[src/design/lpmcg_consts.vh]
/*
 * constants for the operating-mode clock controller: mode codes, enable
 * vector bit positions, reset values and divider selections.
 * assumes inclusion by bare name from the design files.
 */
`ifndef LPMCG_CONSTS_VH
`define LPMCG_CONSTS_VH

// software level codes
`define LPMCG_LVL_RUN        3'h0
`define LPMCG_LVL_SLEEP0     3'h1
`define LPMCG_LVL_SLEEP1     3'h2
`define LPMCG_LVL_SLEEP2     3'h3
`define LPMCG_LVL_SLEEP3     3'h4
`define LPMCG_LVL_SLEEP4     3'h5
`define LPMCG_LVL_RESET      3'h0

// enable vector bit positions
`define LPMCG_EN_CPU         0
`define LPMCG_EN_AUX         1
`define LPMCG_EN_SUBMAIN     2
`define LPMCG_EN_MAIN        3
`define LPMCG_EN_FLL         4
`define LPMCG_EN_OSCCLK      5
`define LPMCG_EN_DCGEN       6
`define LPMCG_EN_XTAL        7
`define LPMCG_EN_W           8

// enable vectors per level
`define LPMCG_ENV_RUN        8'hff
`define LPMCG_ENV_SLEEP0     8'hfe
`define LPMCG_ENV_SLEEP1     8'hee
`define LPMCG_ENV_SLEEP2     8'hc2
`define LPMCG_ENV_SLEEP3     8'h82
`define LPMCG_ENV_SLEEP4     8'h00
`define LPMCG_ENV_RESET      8'hff

// auxiliary pin divider selections
`define LPMCG_DIV_1          2'h0
`define LPMCG_DIV_2          2'h1
`define LPMCG_DIV_4          2'h2
`define LPMCG_DIV_8          2'h3
`define LPMCG_DIVCNT_RESET   3'h0

// divider terminal counts: half the ratio minus one
`define LPMCG_DIVCNT_LAST_2  3'h0
`define LPMCG_DIVCNT_LAST_4  3'h1
`define LPMCG_DIVCNT_LAST_8  3'h3

`endif

[src/design/lpmcg_top.v]
/*
 * operating-mode controller: maps the software level to clock and
 * oscillator enables, wakes on interrupt and restores the level on
 * return, and drives the divided auxiliary clock pin.
 * assumes all inputs except irq_pending come from logic on clk;
 * irq_pending may come from any domain and is synchronised here.
 * assumes software lowers irq_pending before it pulses irq_return;
 * a request still pending after the return wakes the device again.
 * assumes the clock gates sit outside and are fed by these enables.
 */
// Contract
// interrupt wakes any sleep, return restores it
// run state keeps every clock running
// sleep 0: cpu off, loop running
// sleep 1: cpu and loop off
// sleep 2: main, loop, oscillator off
// sleep 3: dc generator off too
// sleep 4: everything off, crystal stopped
// auxiliary pin divided by 1,2,4,8
// level applied within one cycle, reset runs
`timescale 1ns/1ps
`include "lpmcg_consts.vh"

module lpmcg_top (
    clk,
    sys_rst,
    level_sel,
    level_wr,
    irq_pending,
    irq_return,
    aux_tick,
    aux_div_sel,
    aux_pin_en,
    cpu_clk_en,
    aux_clk_en,
    sub_main_clk_en,
    main_clk_en,
    fll_en,
    osc_clk_en,
    dc_gen_en,
    xtal_en,
    in_isr,
    level_now,
    aux_pin_out,
    aux_pin_oe
);
    input  wire       clk;             // system clock, 250 MHz
    input  wire       sys_rst;         // synchronous reset, high
    input  wire [2:0] level_sel;       // software level code
    input  wire       level_wr;        // strobe: take level_sel
    input  wire       irq_pending;     // any interrupt request, level
    input  wire       irq_return;      // pulse: return from interrupt
    input  wire       aux_tick;        // auxiliary clock period pulse
    input  wire [1:0] aux_div_sel;     // pin ratio code
    input  wire       aux_pin_en;      // route auxiliary clock to pin
    output reg        cpu_clk_en;      // cpu clock enable
    output reg        aux_clk_en;      // auxiliary clock enable
    output reg        sub_main_clk_en; // sub_main_clock enable
    output reg        main_clk_en;     // main clock enable
    output reg        fll_en;          // frequency_locked_loop control
    output reg        osc_clk_en;      // oscillator_clock enable
    output reg        dc_gen_en;       // dc generator enable
    output reg        xtal_en;         // crystal oscillator enable
    output reg        in_isr;          // woken, servicing interrupt
    output reg  [2:0] level_now;       // stored software level
    output wire       aux_pin_out;     // divided auxiliary pin level
    output wire       aux_pin_oe;      // pin drive enable

    // one-hot controller states
    // two states only: following the stored level, or woken for service
    localparam [1:0] ST_RUN   = 2'h1;  // following stored level
    localparam [1:0] ST_WAKE  = 2'h2;  // servicing an interrupt

    // enable vector loaded by reset: every clock running
    localparam [7:0] ENV_RST  = `LPMCG_ENV_RESET;

    reg  [1:0]  state_reg;             // controller state
    reg  [1:0]  state_next;            // next controller state
    reg  [2:0]  level_reg;             // level software selected
    reg  [2:0]  level_next;            // next stored level
    reg  [2:0]  saved_reg;             // level held during service
    reg  [2:0]  saved_next;            // next saved level
    reg         irq_meta_reg;          // synchroniser first stage
    reg         irq_sync_reg;          // synchroniser second stage
    reg  [2:0]  eff_level;             // level whose enables apply
    reg  [7:0]  env;                   // enable vector for eff_level
    wire        asleep;                // stored level is not the run level

    // codes 6 and 7 count as asleep for wake, though their enables run
    assign asleep = (level_reg != `LPMCG_LVL_RUN);

    // interrupt request synchroniser
    // irq_pending is the only input from another domain; the first flop
    // may go metastable, so only the second one is read by the logic
    always @(posedge clk) begin
        if (sys_rst) begin
            irq_meta_reg <= 1'b0;
            irq_sync_reg <= 1'b0;
        end else begin
            irq_meta_reg <= irq_pending;
            irq_sync_reg <= irq_meta_reg;
        end
    end

    // wake and restore sequencing
    always @* begin
        state_next = state_reg;
        level_next = level_reg;
        saved_next = saved_reg;
        case (state_reg)
            ST_RUN: begin
                // a wake outranks a write in the same cycle: the write is
                // dropped and the routine may rewrite the level to restore
                // wake from sleep
                if (irq_sync_reg && asleep) begin
                    saved_next = level_reg;
                    level_next = `LPMCG_LVL_RUN;
                    state_next = ST_WAKE;
                end else if (level_wr) begin
                    // take software level
                    level_next = level_sel;
                end
            end
            ST_WAKE: begin
                // a return outranks a rewrite in the same cycle
                if (irq_return) begin
                    // restore prior level
                    level_next = saved_reg;
                    state_next = ST_RUN;
                end else if (level_wr) begin
                    // routine rewrites level to be restored
                    saved_next = level_sel;
                end
            end
            default: begin
                // unreachable code: fall back to run with every clock on
                state_next = ST_RUN;
                level_next = `LPMCG_LVL_RESET;
            end
        endcase
    end

    // state registers
    always @(posedge clk) begin
        if (sys_rst) begin
            // run after reset
            // the saved level starts at run, so a stray return is harmless
            state_reg <= ST_RUN;
            level_reg <= `LPMCG_LVL_RESET;
            saved_reg <= `LPMCG_LVL_RESET;
        end else begin
            state_reg <= state_next;
            level_reg <= level_next;
            saved_reg <= saved_next;
        end
    end

    // enable table from the level about to be stored
    // decoding the next level, not the stored one, lets the registered
    // enables change at the same edge as level_now, one cycle after the
    // write, and no enable glitches since each comes from a flip-flop
    always @* begin
        eff_level = level_next;
        case (eff_level)
            // all clocks on
            `LPMCG_LVL_RUN:    env = `LPMCG_ENV_RUN;
            // cpu halted, loop kept
            `LPMCG_LVL_SLEEP0: env = `LPMCG_ENV_SLEEP0;
            // loop disabled
            `LPMCG_LVL_SLEEP1: env = `LPMCG_ENV_SLEEP1;
            // main and oscillator off
            `LPMCG_LVL_SLEEP2: env = `LPMCG_ENV_SLEEP2;
            // dc generator off
            `LPMCG_LVL_SLEEP3: env = `LPMCG_ENV_SLEEP3;
            // all off, crystal stopped
            `LPMCG_LVL_SLEEP4: env = `LPMCG_ENV_SLEEP4;
            // unused codes behave as run
            default:           env = `LPMCG_ENV_RUN;
        endcase
    end

    // registered enables, one cycle after the write
    always @(posedge clk) begin
        if (sys_rst) begin
            // every clock runs out of reset
            cpu_clk_en      <= ENV_RST[`LPMCG_EN_CPU];
            aux_clk_en      <= ENV_RST[`LPMCG_EN_AUX];
            sub_main_clk_en <= ENV_RST[`LPMCG_EN_SUBMAIN];
            main_clk_en     <= ENV_RST[`LPMCG_EN_MAIN];
            fll_en          <= ENV_RST[`LPMCG_EN_FLL];
            osc_clk_en      <= ENV_RST[`LPMCG_EN_OSCCLK];
            dc_gen_en       <= ENV_RST[`LPMCG_EN_DCGEN];
            xtal_en         <= ENV_RST[`LPMCG_EN_XTAL];
            in_isr          <= 1'b0;
            level_now       <= `LPMCG_LVL_RESET;
        end else begin
            cpu_clk_en      <= env[`LPMCG_EN_CPU];
            aux_clk_en      <= env[`LPMCG_EN_AUX];
            sub_main_clk_en <= env[`LPMCG_EN_SUBMAIN];
            main_clk_en     <= env[`LPMCG_EN_MAIN];
            fll_en          <= env[`LPMCG_EN_FLL];
            osc_clk_en      <= env[`LPMCG_EN_OSCCLK];
            dc_gen_en       <= env[`LPMCG_EN_DCGEN];
            xtal_en         <= env[`LPMCG_EN_XTAL];
            // in_isr rises with the all-on enables of the woken state
            in_isr          <= (state_next == ST_WAKE);
            // level_now mirrors the stored level for software to read back
            level_now       <= level_next;
        end
    end

    // gating the tick freezes the pin at its last level while the
    // auxiliary clock is stopped, instead of cutting a half period
    // auxiliary pin divider, silent while auxiliary clock is off
    lpmcg_aux_div u_aux_div (
        .clk      (clk),
        .sys_rst  (sys_rst),
        .aux_tick (aux_tick & aux_clk_en),
        .div_sel  (aux_div_sel),
        .pin_en   (aux_pin_en),
        .pin_out  (aux_pin_out),
        .pin_oe   (aux_pin_oe)
    );
endmodule // lpmcg_top

[src/design/lpmcg_aux_div.v]
/*
 * divider for the auxiliary clock shown on its shared pin.
 * assumes aux_tick is a one-cycle pulse per auxiliary clock period,
 * synchronous to clk; the pin completes one period each selected number of ticks.
 */
`timescale 1ns/1ps
`include "lpmcg_consts.vh"

module lpmcg_aux_div (
    clk,
    sys_rst,
    aux_tick,
    div_sel,
    pin_en,
    pin_out,
    pin_oe
);
    input  wire       clk;      // system clock
    input  wire       sys_rst;  // synchronous reset, high
    input  wire       aux_tick; // auxiliary clock period pulse
    input  wire [1:0] div_sel;  // ratio code 1,2,4,8
    input  wire       pin_en;   // pin routed to auxiliary clock
    output reg        pin_out;  // divided clock level
    output reg        pin_oe;   // pin drive enable

    reg  [2:0] cnt_reg;         // tick counter
    reg  [2:0] cnt_next;        // next counter value
    reg        tgl;             // toggle this tick
    wire [2:0] last_cnt;        // terminal count for ratio

    // terminal count: half the ratio minus one; ratio 1 follows the tick
    assign last_cnt = (div_sel == `LPMCG_DIV_8) ? `LPMCG_DIVCNT_LAST_8 :
                      (div_sel == `LPMCG_DIV_4) ? `LPMCG_DIVCNT_LAST_4 :
                                                  `LPMCG_DIVCNT_LAST_2;

    // counter next value and toggle decision
    always @* begin
        cnt_next = cnt_reg;
        tgl      = 1'b0;
        if (aux_tick) begin
            if (cnt_reg >= last_cnt) begin
                cnt_next = `LPMCG_DIVCNT_RESET;
                tgl      = 1'b1;
            end else begin
                cnt_next = cnt_reg + 3'h1;
            end
        end
    end

    // selectable pin division
    always @(posedge clk) begin
        if (sys_rst) begin
            cnt_reg <= `LPMCG_DIVCNT_RESET;
            pin_out <= 1'b0;
            pin_oe  <= 1'b0;
        end else begin
            pin_oe <= pin_en;
            if (!pin_en) begin
                // idle low, restart counting when routed again
                cnt_reg <= `LPMCG_DIVCNT_RESET;
                pin_out <= 1'b0;
            end else if (div_sel == `LPMCG_DIV_1) begin
                // ratio 1: follow the tick as a pulse train
                cnt_reg <= `LPMCG_DIVCNT_RESET;
                pin_out <= aux_tick;
            end else begin
                cnt_reg <= cnt_next;
                if (tgl) begin
                    pin_out <= ~pin_out;
                end
            end
        end
    end
endmodule // lpmcg_aux_div

[config.mk]
export PLATFORM = sky130hd
export DESIGN_NAME = lpmcg_top
export DESIGN_NICKNAME = d
export VERILOG_FILES = /design/src/design/lpmcg_top.v /design/src/design/lpmcg_aux_div.v
export VERILOG_INCLUDE_DIRS = /design/src /design/src/design
export SDC_FILE = /design/constraint.sdc
export NUM_CORES = 1
export LEC_CHECK = 0
export BUFFER_PORTS_ARGS = -buffer_cell sky130_fd_sc_hd__buf_2
export CORE_ASPECT_RATIO = 0.6
export CORE_MARGIN = 2
export CORE_UTILIZATION = 47
export DETAILED_ROUTE_END_ITERATION = 10
export PLACE_DENSITY_LB_ADDON = 0.08
export RECOVER_POWER = 50
export SYNTH_ARGS = -nofsm -noshare
export SYNTH_HDL_FRONTEND = slang
export SYNTH_HIERARCHICAL = 1
export SYNTH_SLANG_ARGS = --single-unit
[constraint.sdc]
create_clock -name clk -period 2.15 [get_ports clk]
set_clock_uncertainty 0.15 [all_clocks]
set_input_delay 0.43 -clock clk [delete_from_list [all_inputs] [get_ports clk]]
set_output_delay 0.43 -clock clk [all_outputs]
set_load 0.005 [all_outputs]
Word-level counts from Yosys, hierarchy flattened:

Index checks and enable logic that the tools add are counted.

* bits in registers: 24
* input port bits: 12
* output and inout port bits: 14

* add/sub/neg operators: 1
* $lt $le $gt $ge: 1
* equal/unequal tests: 13
* multiplexer cells: 19
* bitwise gates (word level): 3
* reduce and logical (&&, ||, !) cells: 8

Operators by type and width (count)
* 8-bit case mux with 5 select lines: 1
* 3-bit two-way mux: 8
* 3-bit case mux with 2 select lines: 2
* 2-bit equality test (second input constant): 4
* 3-bit by 2-bit equality test with 1-bit output (second input constant): 2
* 3-bit equality test (second input constant): 2
* 2-bit != test (second input constant): 3
* 1-bit two-way mux: 5
* 2-bit two-way mux: 2
* 2-bit case mux with 2 select lines: 1
* 4-bit AND reduction: 1
* 2-bit nonzero test: 2
* 3-bit by 1-bit adder with 3-bit output (second input constant): 1
* 3-bit by 1-bit equality test with 1-bit output (second input constant): 1
* 3-bit >= comparator: 1
* 3-bit nonzero test: 1
* 3-bit OR reduction: 1
* 2-bit by 1-bit equality test with 1-bit output (second input constant): 1
* 2-bit zero test: 1
* 1-bit NOT: 2
* 2-bit OR reduction: 1
* 1-bit AND: 1
* 1-bit logical AND: 1

Depth between registers and ports, before layout:

Gate-level depths: netlist of the first run.

* depth in word-level cells: 8
* gate-level depth with buffers: 9
* mapped depth without buffers: 8

Hierarchy:

Netlist of the first run, hierarchy kept.

Modules (own cells, without submodules)
* lpmcg_top: times used 1, cells each 81, area each 822.0 um^2, sequential area each 320.3 um^2
* lpmcg_aux_div: times used 1, cells each 32, area each 301.5 um^2, sequential area each 100.1 um^2

Worst setup path before layout of the first run:

OpenSTA, ideal clock, no wires.

* path type: register -> register
* start: register level_now[0] (netlist name)
* end: register aux_clk_en
* library setup time: 122 ps
* arrival time: 1766 ps
* slack: 112 ps
* stages on the path, launching flop included: 7
* buffers on the path: 0
* path through: dfxtp_1 -> o31ai_4 -> a32oi_2 -> or2_2 -> ha_1 -> nor3_1 -> o21ai_1

RTL lines
* end signal: assignment: RTL line lpmcg_top.v:187 `` aux_clk_en <= ENV_RST[`LPMCG_EN_AUX]; ``
* end signal: assignment: RTL line lpmcg_top.v:198 `` aux_clk_en <= env[`LPMCG_EN_AUX]; ``
* end: declaration: RTL line lpmcg_top.v:57 `output reg aux_clk_en;`

Final worst setup path of the first run:

* start: register state_reg[0]
* end: register aux_clk_en

* word-level cells in the longest chain between the ends: 4
* elaborated cells between the ends (all ways): 9
* those cells by class: eq/ne (7); mux (2)

RTL lines
* start: declaration: RTL line lpmcg_top.v:77 `reg [1:0] state_reg;`
* start signal: assignment: RTL line lpmcg_top.v:152 `state_reg <= state_next;`
* 2-bit equality test / 2-bit by 1-bit equality test with 1-bit output (equally long branches): RTL line lpmcg_top.v:110 `case (state_reg)`
* 3-bit case mux with 2 select lines (*): RTL line lpmcg_top.v:110
* 3-bit equality test (tied with other cells): RTL line lpmcg_top.v:164 `case (eff_level)`
* 8-bit case mux with 5 select lines (*): RTL line lpmcg_top.v:164

Mark *: on every way between the ends. The rest lies on a longest branch, timed or not.
A chain may end at the register's enable or synchronous reset.

==> results of run 1 <==
==> routing by layer <==
metal,global-route usage (%),routed length [µm],up-vias
li1,-,-,456
met5,0,0,-
met1,24.9,1100,400
met3,5.69,195,4
met4,3.67,17,0
met2,26.3,975,33
==> synthesized netlist by cell type, drive strengths merged <==
library cell / number
nand3b: 1
mux2i: 3
a22oi: 1
mux2: 7
clkbuf: 4
a32oi: 3
or2: 1
a211oi: 4
o21a: 1
inv: 5
o21ai: 6
nand4bb: 1
a21boi: 2
nand2b: 9
xnor2: 2
nand2: 2
ha: 7
and2: 1
a21oi: 6
nor2b: 4
nor2: 7
o311ai: 1
nor3: 4
buf: 4
nand3: 3
a21o: 1
o31ai: 1
dfxtp: 21
nor3b: 1
==> worst min path at each step <==
stage / from / end / slack (ps) / cells after the start
finish: irq_pending / irq_meta_reg$_SDFF_PP0_ / 230 / 2
global route: irq_pending / irq_meta_reg$_SDFF_PP0_ / 230 / 2
CTS: irq_pending / irq_meta_reg$_SDFF_PP0_ / 220 / 2
detailed placement: irq_meta_reg$_SDFF_PP0_ / irq_sync_reg$_SDFF_PP0_ / 280 / 1
global placement: irq_meta_reg$_SDFF_PP0_ / irq_sync_reg$_SDFF_PP0_ / 270 / 1
floorplan: irq_meta_reg$_SDFF_PP0_ / irq_sync_reg$_SDFF_PP0_ / 260 / 1
==> worst max-delay path: cells and delay by family (launching register included) <==
family | cells | cell delay, ps
AND/OR/NAND/NOR | 2 | 500
buffers and inverters | 1 | 70
adder cells (fa/ha/maj) | 2 | 690
AO/OA/AOI/OAI | 2 | 200
flip-flops | 1 | 330
==> power breakdown <==
part	total, mW	switching, mW	internal, mW
Combinational	0.644	0.330	0.315
Clock	0.250	0.118	0.132
Sequential	0.565	0.0732	0.491
Total	1.46	0.521	0.938
==> metrics by stage <==
| step | cell area, µm² | power (mW) | cells |
|---|---|---|---|
| 4_1_cts | 1330 | 1.48 | 170 |
| 6_report | 1330 | 1.46 | 170 |
| 5_1_grt | 1330 | 1.57 | 170 |
| 3_5_place_dp | 1290 | 1.22 | 166 |
| 2_1_floorplan | 1120 | 1.01 | 113 |
| 3_3_place_gp | 1290 | 1.20 | 166 |
==> kinds of logic after synthesis <==
group,Yosys count
buf+inv,13
flops,21
xor+xnor,2
fa+ha+maj,7
mux,10
simple gates,34
compound gates,26
==> area by class of cell <==
type / instances / area, µm²
Fill cell: 198 / 887
Tap cell: 30 / 37.5
Multi-Input combinational cell: 79 / 641
Timing Repair Buffer: 31 / 163
Clock buffer: 4 / 45.0
Inverter: 5 / 18.8
Sequential cell: 21 / 420
==> flow_metrics.py, run 1 <==
metrics = {
    "setup_path": {
        "required_ps": 2140,
        "reg2reg_depth": 7,
        "r2r_end": "aux_clk_en$_SDFF_PP1_",
        "worst_setup_path_start_kind": "register",
        "worstSetupPathType": "reg -> reg",
        "critPathMaxStageDelay_ps": 350,
        "critPathArrivalTime_ps": 2030,
        "crit_start": "state_reg[0]$_SDFF_PP1_",
        "crit_path_end_kind": "register",
        "r2r-start": "state_reg[0]$_SDFF_PP1_",
        "worstSetupEndpoint": "aux_clk_en$_SDFF_PP1_",
        "critical_path.max_fanout": 7,
        "cpMostUsedCell": "ha_1",
        "critPathSlowestCell": "ha_1",
        "cp_cell_sequence": "inv_1, ha_1, a32oi_2, or2_2, ha_1, nor3_1, o21ai_1",
        "r2r_setup_slack_ps": 110,
    },
    "clock_network": {
        "cts_buffer_depth": 2,
        "cts_buffers": 3,
        "ctsHtreeMaxLevel": 1,
        "hold_buffers": 0,
        "postCtsSetupBuffers": 0,
        "cts_tree": "built",
        "cts_root_buf": "clkbuf_8",
        "clock_sinks": 21,
        "clkLatencyLatePin_ps": 260,
        "path_clk_slew_ps": 70,
        "cts_resized": 0,
    },
    "logic_synthesis": {
        "synth_cell_types": 37,
        "synth-compound-area-share_pct": 19.8,
        "synth.avg_cell_area_um2": 9.94,
        "synth.area.mux_share_pct": 10.4,
        "syn-num-nets": 132,
        "synth_top_cell_by_area": "dfxtp_1",
        "syn_inst": 113,
        "syn_area_um2": 1120,
        "yosysWarnings": 6,
        "synth_top_area_share_pct": 37.4,
        "synthAdderAreaFrac_pct": 7.80,
        "ys_ff_latch": 21,
        "synth-simple-area-share_pct": 17.5,
        "synth_seq_area_share_pct": 37.4,
        "yosys.area_share.xor_xnor_pct": 1.56,
        "synth_top_family_by_area": "compound AO/OA/AOI/OAI gates",
        "netlist_top_cells_area": "dfxtp_1, ha_1, nand2b_1",
    },
    "sta": {
        "tightest_slew_ps": 618,
        "max_freq_mhz": 491,
        "slew_viol_final": 0,
        "finalCritPeriodShare_pct": 94.8,
        "min_period_ps": 2040,
        "finalSetupTns_ps": 0,
        "holdWs_ps": 226,
        "timing.slew.headroom_pct": 58.8,
        "rsz0062_at_grt": "false",
        "finalWorstSetupSlack_ps": 112,
        "finalSetupViolCount": 0,
        "hold_viol": 0,
    },
    "global_route": {
        "grt_usage_pct": 17.7,
        "antenna_found_initial": 0,
        "first_global_vias": 831,
        "grt_pass1_wl_mm": 3.70,
        "overflow": 0,
        "grt_max_degree": 15,
    },
    "detailed_routing": {
        "wl_per_cell_um": 13.5,
        "drt-initial-drc-count": 32,
        "vias": 893,
        "postRouteAntennaNets": 0,
        "drt-vias-per-instance": 5.25,
        "drt-total-wl_mm": 2.29,
        "dr.pass1.iters": 4,
        "drc": 0,
    },
    "die": {
        "chipHeight_um": 41.9,
        "coreArea_um2": 2210,
        "initial_core_util_pct": 50.8,
        "row_count": 13,
        "die-area_um2": 2810,
        "pin_count": 26,
        "die_w_um": 67.1,
    },
    "cells_and_area": {
        "final_nets": 160,
        "layout_commonest_cell": "buf_2",
        "area_growth_pct": 17.9,
        "insertedDiodeCount": 0,
        "fin_util_pct": 59.9,
        "drive_gt1_share_pct": 31.4,
        "layout_common_cells": "buf_2, dfxtp_1, nand2b_1",
    },
    "power_and_ir_drop": {
        "p_leak_nw": 0.555,
        "p_per_area_nw_per_um2": 1100,
        "vdd_ir_drop_max_v": 0.000415,
    },
    "placement": {
        "gp_congestion": 0.853,
        "portBuffers": 25,
        "pre_cts_ws_ps": 49.2,
        "dp_hpwl_mm": 1.80,
    },
    "flow_run": {
        "max_cap_viol_count": 0,
    },
    "status": {
        "outcome": "finished clean",
    },
    "min_path": {
        "min_path_type": "in -> reg",
    },
}
No activity file was read; power rests on OpenSTA's default activity.
==> run 2, diff against run 1 <==
--- a/config.mk
+++ b/config.mk
@@ -7,7 +7,7 @@
 export NUM_CORES = 1
 export LEC_CHECK = 0
 export BUFFER_PORTS_ARGS = -buffer_cell sky130_fd_sc_hd__buf_2
-export CORE_ASPECT_RATIO = 0.6
+export CORE_ASPECT_RATIO = 1.25
 export CORE_MARGIN = 2
 export CORE_UTILIZATION = 47
 export DETAILED_ROUTE_END_ITERATION = 10
==> flow_metrics.py, run 2 (same netlist as run 1, synthesis figures left out) <==
metrics = {
    "die": {
        "coreArea_um2": 2230,
        "chipHeight_um": 58.7,
        "row_count": 19,
        "initial_core_util_pct": 50.3,
        "pin_count": 26,
        "die-area_um2": 2800,
        "die_w_um": 47.7,
    },
    "sta": {
        "finalSetupViolCount": 0,
        "min_period_ps": 1990,
        "rsz0062_at_grt": "false",
        "timing.slew.headroom_pct": 58.9,
        "finalSetupTns_ps": 0,
        "max_freq_mhz": 502,
        "finalCritPeriodShare_pct": 92.7,
        "tightest_slew_ps": 616,
        "hold_viol": 0,
        "slew_viol_final": 0,
    },
    "detailed_routing": {
        "drt-initial-drc-count": 6,
        "drc": 0,
        "vias": 880,
        "postRouteAntennaNets": 0,
        "dr.pass1.iters": 4,
        "drt-vias-per-instance": 5.12,
        "wl_per_cell_um": 11.9,
        "drt-total-wl_mm": 2.04,
    },
    "clock_network": {
        "postCtsSetupBuffers": 0,
        "cts_tree": "built",
        "cts_buffers": 3,
        "ctsHtreeMaxLevel": 1,
        "hold_buffers": 0,
        "clkLatencyLatePin_ps": 300,
        "cts_root_buf": "clkbuf_4",
        "cts_buffer_depth": 2,
        "path_clk_slew_ps": 120,
        "cts_resized": 0,
        "clock_sinks": 21,
    },
    "cells_and_area": {
        "layout_common_cells": "dfxtp_1, buf_2, nand2b_1, clkbuf_1",
        "final_nets": 161,
        "insertedDiodeCount": 0,
        "fin_util_pct": 58.2,
        "area_growth_pct": 15.8,
        "layout_commonest_cell": "dfxtp_1",
        "drive_gt1_share_pct": 29.1,
    },
    "setup_path": {
        "crit_path_end_kind": "register",
        "worstSetupPathType": "reg -> reg",
        "critical_path.max_fanout": 6,
        "required_ps": 2200,
        "critPathArrivalTime_ps": 2040,
        "worst_setup_path_start_kind": "register",
        "r2r_setup_slack_ps": 160,
    },
    "global_route": {
        "overflow": 0,
        "antenna_found_initial": 0,
        "grt_pass1_wl_mm": 3.51,
        "grt_usage_pct": 17.3,
        "first_global_vias": 818,
        "grt_max_degree": 15,
    },
    "flow_run": {
        "max_cap_viol_count": 0,
    },
    "min_path": {
        "min_path_type": "in -> reg",
    },
    "power_and_ir_drop": {
        "finalPower_mw": 1.37,
        "p_leak_nw": 0.540,
        "cell_internal_pwr_mw": 0.873,
        "clockPowerShare_pct": 13.7,
        "switching_share_pct": 36.2,
        "vdd_ir_drop_max_v": 0.000661,
        "pwr-share-seq_pct": 41.0,
        "p_per_area_nw_per_um2": 1050,
        "p_switching_mw": 0.494,
        "pwr-share-comb_pct": 45.3,
    },
    "placement": {
        "dp_hpwl_mm": 1.63,
        "gp_congestion": 0.803,
        "portBuffers": 25,
    },
    "status": {
        "outcome": "finished clean",
    },
}
run 2: layer usage:
layer | GRT usage [%] | up-vias | part of all wire (%)
met2 | 29.9 | 15 | 52
met4 | 5.79 | 0 | 1.4
met3 | 2.76 | 4 | 3.4
met5 | 0 | - | 0
li1 | - | 452 | -
met1 | 20.8 | 409 | 43
run 2: power by group through the flow:
stage | combinational, mW | sequential (mW) | clock (mW)
3_3_place_gp | 0.639 | 0.565 | 0
3_5_place_dp | 0.651 | 0.568 | 0
2_1_floorplan | 0.450 | 0.563 | 0
4_1_cts | 0.654 | 0.560 | 0.194
6_report | 0.620 | 0.560 | 0.187
5_1_grt | 0.699 | 0.577 | 0.218
run 2: stage by stage:
step	hold WS, ps	instance area [µm²]	worst slack (ps)	cells
final	178	1300	157	172
after global placement	298	1300	102	168
after CTS	176	1320	144	172
after global routing	168	1300	26.9	172
after floorplan	264	1120	112	113
after detailed placement	302	1300	61.3	168
run 2: cell type report:
cell class                 instances  area, µm²
fill                             246        933
multi-input combinational         79        633
sequential                        21        420
timing repair buffer              32        163
tap                               31       38.8
clock buffer                       3       22.5
inverter                           5       18.8
clock inverter                     1       5.00
run 2: final timing paths:
check / start / end / cells past startpoint
worst max-delay path: level_now[0]$_SDFF_PP0_ / aux_clk_en$_SDFF_PP1_ / 6
worst min register to register: irq_meta_reg$_SDFF_PP0_ / irq_sync_reg$_SDFF_PP0_ / 1
worst max register to register: level_now[0]$_SDFF_PP0_ / aux_clk_en$_SDFF_PP1_ / 6
worst min-delay path: irq_pending / irq_meta_reg$_SDFF_PP0_ / 2
run 2: worst max-delay path: stages (launching register included):
cell     delay [ps]
dfxtp_1         400
o31ai_4         290
a32oi_2         140
or2_2           300
ha_1            330
nor3_1          190
o21ai_1          90
==> run 3, diff against run 2 <==
--- a/config.mk
+++ b/config.mk
@@ -9,7 +9,8 @@
 export BUFFER_PORTS_ARGS = -buffer_cell sky130_fd_sc_hd__buf_2
 export CORE_ASPECT_RATIO = 1.25
 export CORE_MARGIN = 2
-export CORE_UTILIZATION = 47
+export CORE_UTILIZATION = 49
+export CTS_BUF_LIST = sky130_fd_sc_hd__clkbuf_8
 export DETAILED_ROUTE_END_ITERATION = 10
 export PLACE_DENSITY_LB_ADDON = 0.08
 export RECOVER_POWER = 50
==> flow_metrics.py, run 3 (same netlist as run 1, synthesis figures left out) <==
metrics = {
    "min_path": {
        "min_from": "irq_pending",
        "min_path_type": "in -> reg",
    },
    "power_and_ir_drop": {
        "p_per_area_nw_per_um2": 1080,
        "vdd_ir_drop_max_v": 0.000612,
        "p_leak_nw": 0.554,
    },
    "placement": {
        "pre_cts_ws_ps": 44.0,
        "portBuffers": 25,
        "dp_hpwl_mm": 1.59,
        "gp_congestion": 0.787,
        "place_area_um2": 1300,
    },
    "sta": {
        "max_freq_mhz": 504,
        "tightest_slew_ps": 586,
        "rsz0062_at_grt": "false",
        "holdWs_ps": 240,
        "finalSetupTns_ps": 0,
        "hold_viol": 0,
        "finalSetupViolCount": 0,
        "timing.slew.headroom_pct": 60.9,
        "finalWorstSetupSlack_ps": 165,
        "slew_viol_final": 0,
        "finalCritPeriodShare_pct": 92.3,
        "min_period_ps": 1980,
    },
    "die": {
        "pin_count": 26,
        "coreArea_um2": 2190,
        "row_count": 19,
        "die-area_um2": 2690,
        "die_w_um": 46.8,
        "chipHeight_um": 57.5,
        "initial_core_util_pct": 51.4,
    },
    "cells_and_area": {
        "layout_common_cells": "dfxtp_1, buf_2, nand2b_1",
        "layout_commonest_cell": "dfxtp_1",
        "fin_util_pct": 60.9,
        "insertedDiodeCount": 0,
        "drive_gt1_share_pct": 31.9,
        "area_growth_pct": 18.5,
        "final_area_um2": 1330,
        "final_nets": 161,
    },
    "setup_path": {
        "crit_start": "level_now[0]$_SDFF_PP0_",
        "r2r_setup_slack_ps": 170,
        "worstSetupPathType": "reg -> reg",
        "critical_path.max_fanout": 6,
        "r2r-start": "level_now[0]$_SDFF_PP0_",
        "critPathMaxStageDelay_ps": 380,
        "required_ps": 2140,
        "cp_cell_sequence": "o31ai_4, a32oi_2, or2_2, ha_1, nor3_1, o21ai_1",
        "crit_path_end_kind": "register",
        "critPathSlowestCell": "dfxtp_1",
        "critPathArrivalTime_ps": 1980,
        "worst_setup_path_start_kind": "register",
    },
    "clock_network": {
        "clock_sinks": 21,
        "ctsHtreeMaxLevel": 1,
        "cts_tree": "built",
        "hold_buffers": 0,
        "cts_buffers": 3,
        "path_clk_slew_ps": 80,
        "cts_root_buf": "clkbuf_8",
        "clkLatencyLatePin_ps": 250,
        "cts_buffer_depth": 2,
    },
    "detailed_routing": {
        "vias": 869,
        "dr.pass1.iters": 4,
        "drt-total-wl_mm": 2.00,
        "drt-initial-drc-count": 5,
        "drt-vias-per-instance": 5.05,
        "wl_per_cell_um": 11.6,
        "drc": 0,
        "postRouteAntennaNets": 0,
    },
    "global_route": {
        "antenna_found_initial": 0,
        "overflow": 0,
        "grt_max_degree": 15,
        "first_global_vias": 859,
        "grt_pass1_wl_mm": 3.55,
        "grt_usage_pct": 17.8,
    },
    "flow_run": {
        "max_cap_viol_count": 0,
    },
    "status": {
        "outcome": "finished clean",
    },
}
==> run 3: area by class of cell <==
type	count	area, µm²
clock buffer	3	41.3
timing repair buffer	32	171
inverter	5	18.8
clock inverter	1	5.00
sequential	21	420
fill	219	856
tap	31	38.8
multi-input combinational	79	636
==> run 3: path summary, 6_finish.rpt <==
check	cells past startpoint	end
max	6	aux_clk_en$_SDFF_PP1_
min	2	irq_meta_reg$_SDFF_PP0_
max reg2reg	6	aux_clk_en$_SDFF_PP1_
min reg2reg	1	irq_sync_reg$_SDFF_PP0_
==> run 3: power breakdown <==
| group | leakage (nW) | switching [mW] | internal [mW] |
|---|---|---|---|
| Sequential | 0.172 | 0.0664 | 0.491 |
| Clock | 0.0255 | 0.123 | 0.129 |
| Combinational | 0.357 | 0.303 | 0.328 |
| Total | 0.554 | 0.492 | 0.948 |
==> run 3: stage by stage <==
step,power [mW],instances
floorplan,1.01,113
global placement,1.20,168
detailed placement,1.21,168
CTS,1.47,172
global route,1.57,172
finish,1.44,172
==> run 3: critical path: cells and delay by family (launching register included) <==
kind	cells	cell delay [ps]
flops	1	380
simple gates	2	490
fa+ha+maj	1	340
compound gates	3	520
==> run 3: repair_timing <==
action	CTS	global route
endpoints found under the hold margin	0	0
endpoints found under the setup margin	0	1
buffers inserted	0	0
resized for setup	0	1
==> run 3: layer usage <==
layer,vias to the layer above,GRT usage (%),share of wire [%]
met5,-,0,0
met4,0,5.95,0.70
met3,2,2.85,3.2
met2,14,29.2,50
met1,401,23.2,46
li1,452,-,-
